--- config.mk ---
export PLATFORM = sky130hd
export DESIGN_NAME = sdd_filter_flat
export DESIGN_NICKNAME = d
export VERILOG_FILES = /design/src/rtl/sdd_pkg.sv /design/src/rtl/sdd_link_if.sv /design/src/rtl/sdd_filter.sv /design/src/flat_wrapper.sv
export SDC_FILE = /design/constraint.sdc
export NUM_CORES = 1
export LEC_CHECK = 0
export BUFFER_PORTS_ARGS = -buffer_cell sky130_fd_sc_hd__buf_2
export CAP_MARGIN = 20
export CORE_MARGIN = 1.5
export CORE_UTILIZATION = 60
export DETAILED_ROUTE_END_ITERATION = 10
export HOLD_SLACK_MARGIN = 0.12
export PLACE_DENSITY = 0.72
export SYNTH_ARGS = -nofsm -noshare
export SYNTH_HDL_FRONTEND = slang
export SYNTH_SLANG_ARGS = --single-unit
--- constraint.sdc ---
create_clock -name CLOCK -period 6.53 [get_ports CLOCK]
set_input_delay 1.6325 -clock CLOCK [delete_from_list [all_inputs] [get_ports CLOCK]]
set_output_delay 1.6325 -clock CLOCK [all_outputs]
set_load 0.01 [all_outputs]
--- src/rtl/sdd_pkg.sv ---
// constants shared by the bitstream modulator and the decimating filter
//
// What this block does
// RULE_01: continuous 10 MHz bit stream, average tracks input
// RULE_02: one internal clock times conversion and framing
// RULE_03: bit launched on rise, valid next rise
// RULE_04: zero input gives half ones, half zeros
// RULE_05: plus 200/250 mV give 81.25%/89.06% ones
// RULE_06: minus 200/250 mV give 18.75%/10.94% ones
// RULE_07: plus 320 mV input gives all ones
// RULE_08: receiver uses third-order sinc, then decimates
// RULE_09: decimate by 256 to 16-bit words
// RULE_10: zero input lands on code 32768
// RULE_11: minus/plus 250 mV map to 7169/58366
// RULE_12: reset clears filter state, then integrate again
package sdd_pkg;
    // system clock and modulator clock rates
    localparam int CLK_HZ       = 100_000_000;
    localparam int MOD_CLK_HZ   = 10_000_000;
    // system clock cycles per half period of the modulator clock
    localparam int DIV_HALF     = CLK_HZ / MOD_CLK_HZ / 2;
    localparam int DIV_W        = 4;
    localparam logic [DIV_W-1:0] DIV_LAST = DIV_W'(DIV_HALF - 1);
    localparam logic [DIV_W-1:0] DIV_RESET = 4'h0;

    // analog input scale in millivolts
    localparam int IN_W         = 11;
    localparam int FULL_SCALE_MV = 320;
    localparam logic signed [IN_W-1:0] IN_POS_FS = IN_W'(FULL_SCALE_MV);
    localparam logic signed [IN_W-1:0] IN_NEG_FS = IN_W'(-FULL_SCALE_MV);

    // modulator integrator width
    localparam int MOD_W        = 16;
    localparam logic signed [MOD_W-1:0] MOD_RESET = 16'h0000;

    // filter geometry
    localparam int DECIMATION   = 256;
    localparam int CNT_W        = 8;
    localparam int ACC_W        = 24;
    localparam int WORD_W       = 16;
    localparam logic [CNT_W-1:0] CNT_LAST = CNT_W'(DECIMATION - 1);
    localparam logic [CNT_W-1:0] CNT_RESET = 8'h00;
    localparam logic [ACC_W-1:0] ACC_RESET = 24'h000000;
    localparam logic [WORD_W-1:0] WORD_RESET = 16'h0000;
    // code anchors of the transfer characteristic
    localparam logic [WORD_W-1:0] CODE_MID    = 16'h8000;
    localparam logic [WORD_W-1:0] CODE_NEG_FS = 16'h1C01;
    localparam logic [WORD_W-1:0] CODE_POS_FS = 16'hE3FE;
endpackage : sdd_pkg

--- src/rtl/sdd_link_if.sv ---
// link between the modulator and the decimation filter
`timescale 1ns/10ps
`default_nettype none
interface sdd_link_if;
    logic modulator_bit_out;
    logic modulator_clock_out;

    modport modulator
    (
        output modulator_bit_out,
        output modulator_clock_out
    );

    modport filter
    (
        input modulator_bit_out,
        input modulator_clock_out
    );
endinterface : sdd_link_if
`default_nettype wire

--- src/rtl/sdd_filter.sv ---
// sinc3 decimating filter rebuilding 16-bit words from the bit stream
`timescale 1ns/10ps
`default_nettype none
module sdd_filter
(
    input  wire logic                              CLOCK,
    input  wire logic                              NRST,
    sdd_link_if.filter                             LINK,
    output var  logic [sdd_pkg::WORD_W-1:0]        DATA_WORD,
    output var  logic                              WORD_VALID
);
    logic                               clk_s1;
    logic                               clk_s2;
    logic                               clk_s3;
    logic                               bit_s1;
    logic                               bit_s2;
    logic                               bit_prev;
    logic                               link_rise;
    logic [sdd_pkg::CNT_W-1:0]          word_count;
    logic                               word_tick;
    logic                               word_ready;
    logic [sdd_pkg::ACC_W-1:0]          acc1;
    logic [sdd_pkg::ACC_W-1:0]          acc2;
    logic [sdd_pkg::ACC_W-1:0]          acc3;
    logic [sdd_pkg::ACC_W-1:0]          acc3_d;
    logic [sdd_pkg::ACC_W-1:0]          diff1;
    logic [sdd_pkg::ACC_W-1:0]          diff1_d;
    logic [sdd_pkg::ACC_W-1:0]          diff2;
    logic [sdd_pkg::ACC_W-1:0]          diff2_d;
    logic [sdd_pkg::ACC_W-1:0]          diff3;

    ////////////////////////////////////////////////////////////////////////////
    // two-stage synchronisers; link pins are foreign to CLOCK
    always_ff @(posedge CLOCK or negedge NRST)
    begin
        if (!NRST)
        begin
            clk_s1   <= 1'b0;
            clk_s2   <= 1'b0;
            clk_s3   <= 1'b0;
            bit_s1   <= 1'b0;
            bit_s2   <= 1'b0;
            bit_prev <= 1'b0;
        end
        else
        begin
            clk_s1   <= LINK.modulator_clock_out;
            clk_s2   <= clk_s1;
            clk_s3   <= clk_s2;
            bit_s1   <= LINK.modulator_bit_out;
            bit_s2   <= bit_s1;
            bit_prev <= bit_s2;
        end
    end

    // the bit seen just before this rise is the one launched at the last rise
    assign link_rise = clk_s2 && !clk_s3; // RULE_03
    assign word_tick = link_rise && (word_count == sdd_pkg::CNT_LAST);

    ////////////////////////////////////////////////////////////////////////////
    // three integrators, one modulator bit per link clock
    always_ff @(posedge CLOCK or negedge NRST)
    begin
        if (!NRST)
        begin
            acc1 <= sdd_pkg::ACC_RESET; // RULE_12
            acc2 <= sdd_pkg::ACC_RESET;
            acc3 <= sdd_pkg::ACC_RESET;
        end
        else if (link_rise)
        begin
            // wrap-around is harmless: differences cancel it
            acc1 <= acc1 + {{(sdd_pkg::ACC_W-1){1'b0}}, bit_prev}; // RULE_08 RULE_12
            acc2 <= acc2 + acc1;
            acc3 <= acc3 + acc2;
        end
    end

    ////////////////////////////////////////////////////////////////////////////
    // decimation counter
    always_ff @(posedge CLOCK or negedge NRST)
    begin
        if (!NRST)
            word_count <= sdd_pkg::CNT_RESET; // RULE_12
        else if (link_rise)
            word_count <= word_count + 8'h01; // RULE_09
    end

    ////////////////////////////////////////////////////////////////////////////
    // three differentiators at the word rate
    always_ff @(posedge CLOCK or negedge NRST)
    begin
        if (!NRST)
        begin
            acc3_d  <= sdd_pkg::ACC_RESET; // RULE_12
            diff1   <= sdd_pkg::ACC_RESET;
            diff1_d <= sdd_pkg::ACC_RESET;
            diff2   <= sdd_pkg::ACC_RESET;
            diff2_d <= sdd_pkg::ACC_RESET;
            diff3   <= sdd_pkg::ACC_RESET;
        end
        else if (word_tick)
        begin
            acc3_d  <= acc3;
            diff1   <= acc3 - acc3_d; // RULE_08
            diff1_d <= diff1;
            diff2   <= diff1 - diff1_d;
            diff2_d <= diff2;
            diff3   <= diff2 - diff2_d;
        end
    end

    ////////////////////////////////////////////////////////////////////////////
    // output word: gain 256^3 = 2^24, top 16 bits give midscale 32768
    // at half density; an all-ones stream wraps to zero, as in the sinc
    always_ff @(posedge CLOCK or negedge NRST)
    begin
        if (!NRST)
        begin
            word_ready <= 1'b0;
            DATA_WORD  <= sdd_pkg::WORD_RESET;
            WORD_VALID <= 1'b0;
        end
        else
        begin
            word_ready <= word_tick;
            WORD_VALID <= word_ready;
            if (word_ready)
                DATA_WORD <= diff3[sdd_pkg::ACC_W-1 -: sdd_pkg::WORD_W]; // RULE_09 RULE_10 RULE_11
        end
    end
endmodule : sdd_filter
`default_nettype wire

--- src/flat_wrapper.sv ---
// flat-port wrapper written by rule: the top's interface ports become plain ports
module sdd_filter_flat 
  (CLOCK, NRST, DATA_WORD, WORD_VALID, LINK_modulator_bit_out, LINK_modulator_clock_out);
  sdd_link_if LINK_i ();
  input  wire logic CLOCK;
  input  wire logic NRST;
  output var  logic [sdd_pkg::WORD_W-1:0] DATA_WORD;
  output var  logic WORD_VALID;
  input wire logic [$bits(LINK_i.modulator_bit_out)-1:0] LINK_modulator_bit_out;
  input wire logic [$bits(LINK_i.modulator_clock_out)-1:0] LINK_modulator_clock_out;
  assign LINK_i.modulator_bit_out = LINK_modulator_bit_out;
  assign LINK_i.modulator_clock_out = LINK_modulator_clock_out;
  sdd_filter u_core (.CLOCK(CLOCK), .NRST(NRST), .LINK(LINK_i), .DATA_WORD(DATA_WORD), .WORD_VALID(WORD_VALID));
endmodule
Word level (Yosys, flattened, before mapping)

Index checks and enable logic that the tools add are counted.

Add/sub/neg operators: 7
Equal/unequal tests: 1
Reductions and logical operators: 3

Operator list:

| cell                | number |
|---|---|
| $sub 24x24->24      | 3 |
| $add 24x24->24      | 2 |
| $add 24x1->24       | 1 |
| $add 8x1->8 const B | 1 |
| $eq 8x8->1 const B  | 1 |
| $logic_and 1x1->1   | 2 |
| $logic_not 1->1     | 1 |

Bits in registers: 248
Bits of input ports: 4
Output and inout port bits: 17
Logic and storage cells: 30

Depth between registers and ports, before layout

Word-level depth: 3
Depth in mapped cells: 12
Mapped depth without buffers: 12

Worst setup path after synthesis

No wires, ideal clock.

Path kind: reg2reg
Start point: register u_core.acc2[0] (netlist name)
End point: register u_core.acc3[20] (netlist name)
Library setup time: 0.095 ns
Data arrival time: 2.572 ns
Setup slack: 3.862 ns
Cell stages (with the launch flop): 12
Period minus slack after synthesis: 2.668 ns
Cell sequence: dfrtp_1 > ha_1 > fa_1 > a21oi_2 > o21ai_1 > a31o_2 > a2111oi_4 > nor4_1 > nor2_1 > a211oi_1 > o21a_1 > o31ai_1

Word-level cells in the longest chain between the ends: 1

RTL lines:

| item                   | line             | RTL |
|---|---|---|
| from (decl)            | sdd_filter.sv:23 | `logic [sdd_pkg::ACC_W-1:0] acc2;` |
| from (signal assigned) | sdd_filter.sv:67 | `acc2 <= sdd_pkg::ACC_RESET;` |
| from (signal assigned) | sdd_filter.sv:74 | `acc2 <= acc2 + acc1;` |
| $add 24x24->24         | sdd_filter.sv:75 | `acc3 <= acc3 + acc2;` |
| to (signal assigned)   | sdd_filter.sv:68 | `acc3 <= sdd_pkg::ACC_RESET;` |
| to (signal assigned)   | sdd_filter.sv:75 |  |
| to (decl)              | sdd_filter.sv:24 | `logic [sdd_pkg::ACC_W-1:0] acc3;` |

No other way between the ends.
A chain may end at the register's enable or synchronous reset.

Worst setup path in the final report

Start point: register u_core.clk_s2
End point: register u_core.diff2[16] (netlist name)

Word-level cells in the longest chain between the ends: 2

RTL lines:

| item                   | line              | RTL |
|---|---|---|
| from (decl)            | sdd_filter.sv:13  | `logic clk_s2;` |
| from (signal assigned) | sdd_filter.sv:48  | `clk_s2 <= clk_s1;` |
| $logic_and 1x1->1      | sdd_filter.sv:57  | `assign link_rise = clk_s2 && !clk_s3;` |
| $logic_and 1x1->1      | sdd_filter.sv:58  | `assign word_tick = link_rise && (word_count == sdd_pkg::CNT_LAST);` |
| to (signal assigned)   | sdd_filter.sv:98  | `diff2 <= sdd_pkg::ACC_RESET;` |
| to (signal assigned)   | sdd_filter.sv:107 | `diff2 <= diff1 - diff1_d;` |
| to (decl)              | sdd_filter.sv:28  | `logic [sdd_pkg::ACC_W-1:0] diff2;` |

No other way between the ends.

==> impl_metrics.ini <==
[place]
dpl.cell_count = 1828
io_buffers = 20
place_ws_ps = 2749
dp_hpwl_mm = 18.54
gp_congestion = 0.9148

[worst_setup_path]
worstRegToRegCells = 8
cp_top_family = buffers and inverters
crit_buf_inv = 3
critical_path.max_fanout = 75
cp.depth = 8
worst_path_max_delay_cell = clkinv_2
cp-start-kind = register
worstSetupPathType = register to register
endpoint_kind = register
cp_data_required_time_ps = 6930
crit_arrival_ps = 4120
critPathMaxStageDelay_ps = 780
path_cells = nor2b_1, buf_4, nand2_1, nor2_1, nand3_4, clkinv_2, buf_4, mux2_2
crit_path_frequent_cell = buf_4

[clock_network]
cts_max_path_buffers = 3
cts-root-buf = clkbuf_16
ctsHoldBuffers = 0
cts_made_buffers = 27
cts_tree = built
path_clk_slew_ps = 60
clk_latency_ps = 530
cts_resized = 0
htree_levels = 1
post_cts_buffers = 0
clock_sinks = 240

[floorplanning]
num_rows = 56
initial_utilization_pct = 60.83
core_mm2 = 0.02333
die_x_um = 156.8
io-pin-count = 21
die_y_um = 156.8
die_area_mm2 = 0.02459

[sta]
worst_pin_slew_ps = 969.6
max_freq_mhz = 268.8
fin_ws_ps = 2809
slew_viol_final = 0
setup-violations-final = 0
fin_tns_setup_ps = 0
fin_skew_ps = 18.35
fin_crit_sh_pct = 56.98
fin_hold_ws_ps = 349.7
finalHoldViolCount = 0
relSlewSlack_pct = 35.36
period_needed_ps = 3721
rsz0062_at_grt = no

[synth]
yosys_warnings = 0
synth_area_mm2 = 0.01419
yosysTopAreaCell = dfrtp_1
yosysUniqueCellTypes = 62
yosysSeqAreaShare_pct = 42.32
yosys_register_bits = 240
synth_top_area_share_pct = 42.32
yosys_most_used_dff = dfrtp_1
async_reset_ff_share_pct = 100.0
synth_edf_count = 0
syn_nets = 1669
synth_area_leaders = dfrtp_1, ha_1, o21ai_0
syn_area_per_cell_um2 = 9.192
netlist_instances = 1544

[global_route]
grt_max_degree = 127
grt_use_met3_pct = 2.742
grt_use_met2_pct = 39.53
grtUsageMet1_pct = 28.49
antenna_found_initial = 0
gr-max-usage-layer = met2
grt_pass1_vias = 9987
grt_use_total_pct = 22.18
grt_pass1_wl_mm = 45.52
grt-ovfl-total = 0

[final_layout]
final_cells = 1875
drive_gt1_share_pct = 7.262
multi_input_comb_area_mm2 = 0.007621
nets = 1663
antenna_cells = 0
area.sequential_mm2 = 0.006006
final_cell_mix = nand2_1, dfrtp_1, o21ai_0
n_fill_cell = 1905
postLayoutCoreUtil_pct = 65.79
syn_to_final_growth_pct = 8.155
layout_commonest_cell = nand2_1

[drt]
drcViolationCount = 0
ant_nets = 0
drtIter0Drc = 443
firstDrtPassIters = 5
wl_per_cell_um = 13.89
via_per_inst = 5.500
drt_wl_total_mm = 26.05
vias = 10310

[power_and_ir_drop]
power_density_mw_per_mm2 = 245.6
worst_ir_drop_vdd_mv = 0.2271
p_leak_uw = 0.007425

[hold_path]
holdPathStages = 0
hold_path.class = register to register

[status]
outcome = completed

[flow_run]
max_cap_violations = 0
[flip-flops by register name, indices dropped and copies added (netlist names), 8 cells and up]
signal,cells
u_core.acc1,24
u_core.acc2,24
u_core.acc3,24
u_core.acc3_d,24
u_core.diff1,24
u_core.diff1_d,24
u_core.diff2,24
u_core.diff2_d,24
u_core.DATA_WORD,16
u_core.diff3,16
u_core.word_count,8
[synthesized netlist by cell type (all sizes together), types with 3 or more instances]
library cell  number
xnor2             66
inv               94
a21oi             92
a221oi             5
o21bai            13
o21a              11
nor3b              8
nor2b             13
a21o              54
dfrtp            240
o211ai             5
buf                8
nor2              35
a31oi             12
a31o               7
nor3              17
clkbuf            52
mux2              20
a211oi             7
nand2b            19
a41oi              5
o21ai            214
xor2              58
ha               117
or2                7
a2111oi            4
o22ai              3
and4               5
nand2            256
nand3             28
fa                 4
nand4             15
o31ai             15
or3                3
and3              11
[cell families after synthesis]
kind of cell               Yosys count  synth area share [%]
AOI/OAI and AO/OA                  460                 19.87
and+or+nand+nor                    423                 13.46
xor gates and xnor gates           124                 7.652
buffers and inverters              154                 4.091
muxes                               22                 1.728
DFF                                240                 42.32
adders and majority gates          121                 10.88
[where the power goes]
part / internal (µW) / total, µW / switching [µW]
sequential: 1550 / 1630 / 75.7
clock: 816 / 1390 / 575
combinational: 348 / 754 / 406
total: 2710 / 3770 / 1060
[through the flow]
step,instance area (µm²),total power [µW]
finish,15350,3770
global route,15350,3975
CTS,15350,3813
detailed placement,14540,2406
global placement,14540,2384
floorplan,14190,2235
[worst reg2reg max path: stages (launching register included)]
cell,delay (ps)
dfrtp_1,370
nor2b_1,140
buf_4,220
nand2_1,120
nor2_1,320
nand3_4,570
clkinv_2,790
buf_4,650
mux2_2,410
[layer usage]
| layer | up-vias | wire length [µm] |
|---|---|---|
| met5 | - | 0 |
| met4 | 0 | 622 |
| met3 | 50 | 683 |
| met2 | 128 | 12640 |
| met1 | 4767 | 12110 |
| li1 | 5367 | - |
[final timing paths]
check,slack [ps],end,start
max,2810,u_core.diff2[16],u_core.clk_s2
min,350,u_core.bit_s2,u_core.bit_s1
max reg2reg,2810,u_core.diff2[16],u_core.clk_s2
min reg2reg,350,u_core.bit_s2,u_core.bit_s1
max in group asynchronous,4290,u_core.acc2[20],NRST
min in group asynchronous,1160,u_core.diff2_d[0],NRST
[layout make-up]
class,instances,area share [%]
clock buffer,43,5.119
clock inverter,4,0.1549
inverter,94,2.307
multi-input combinational,1150,49.65
sequential,240,39.13
tap,319,2.600
timing repair buffer,25,1.043
(Power assumes the default switching activity.)
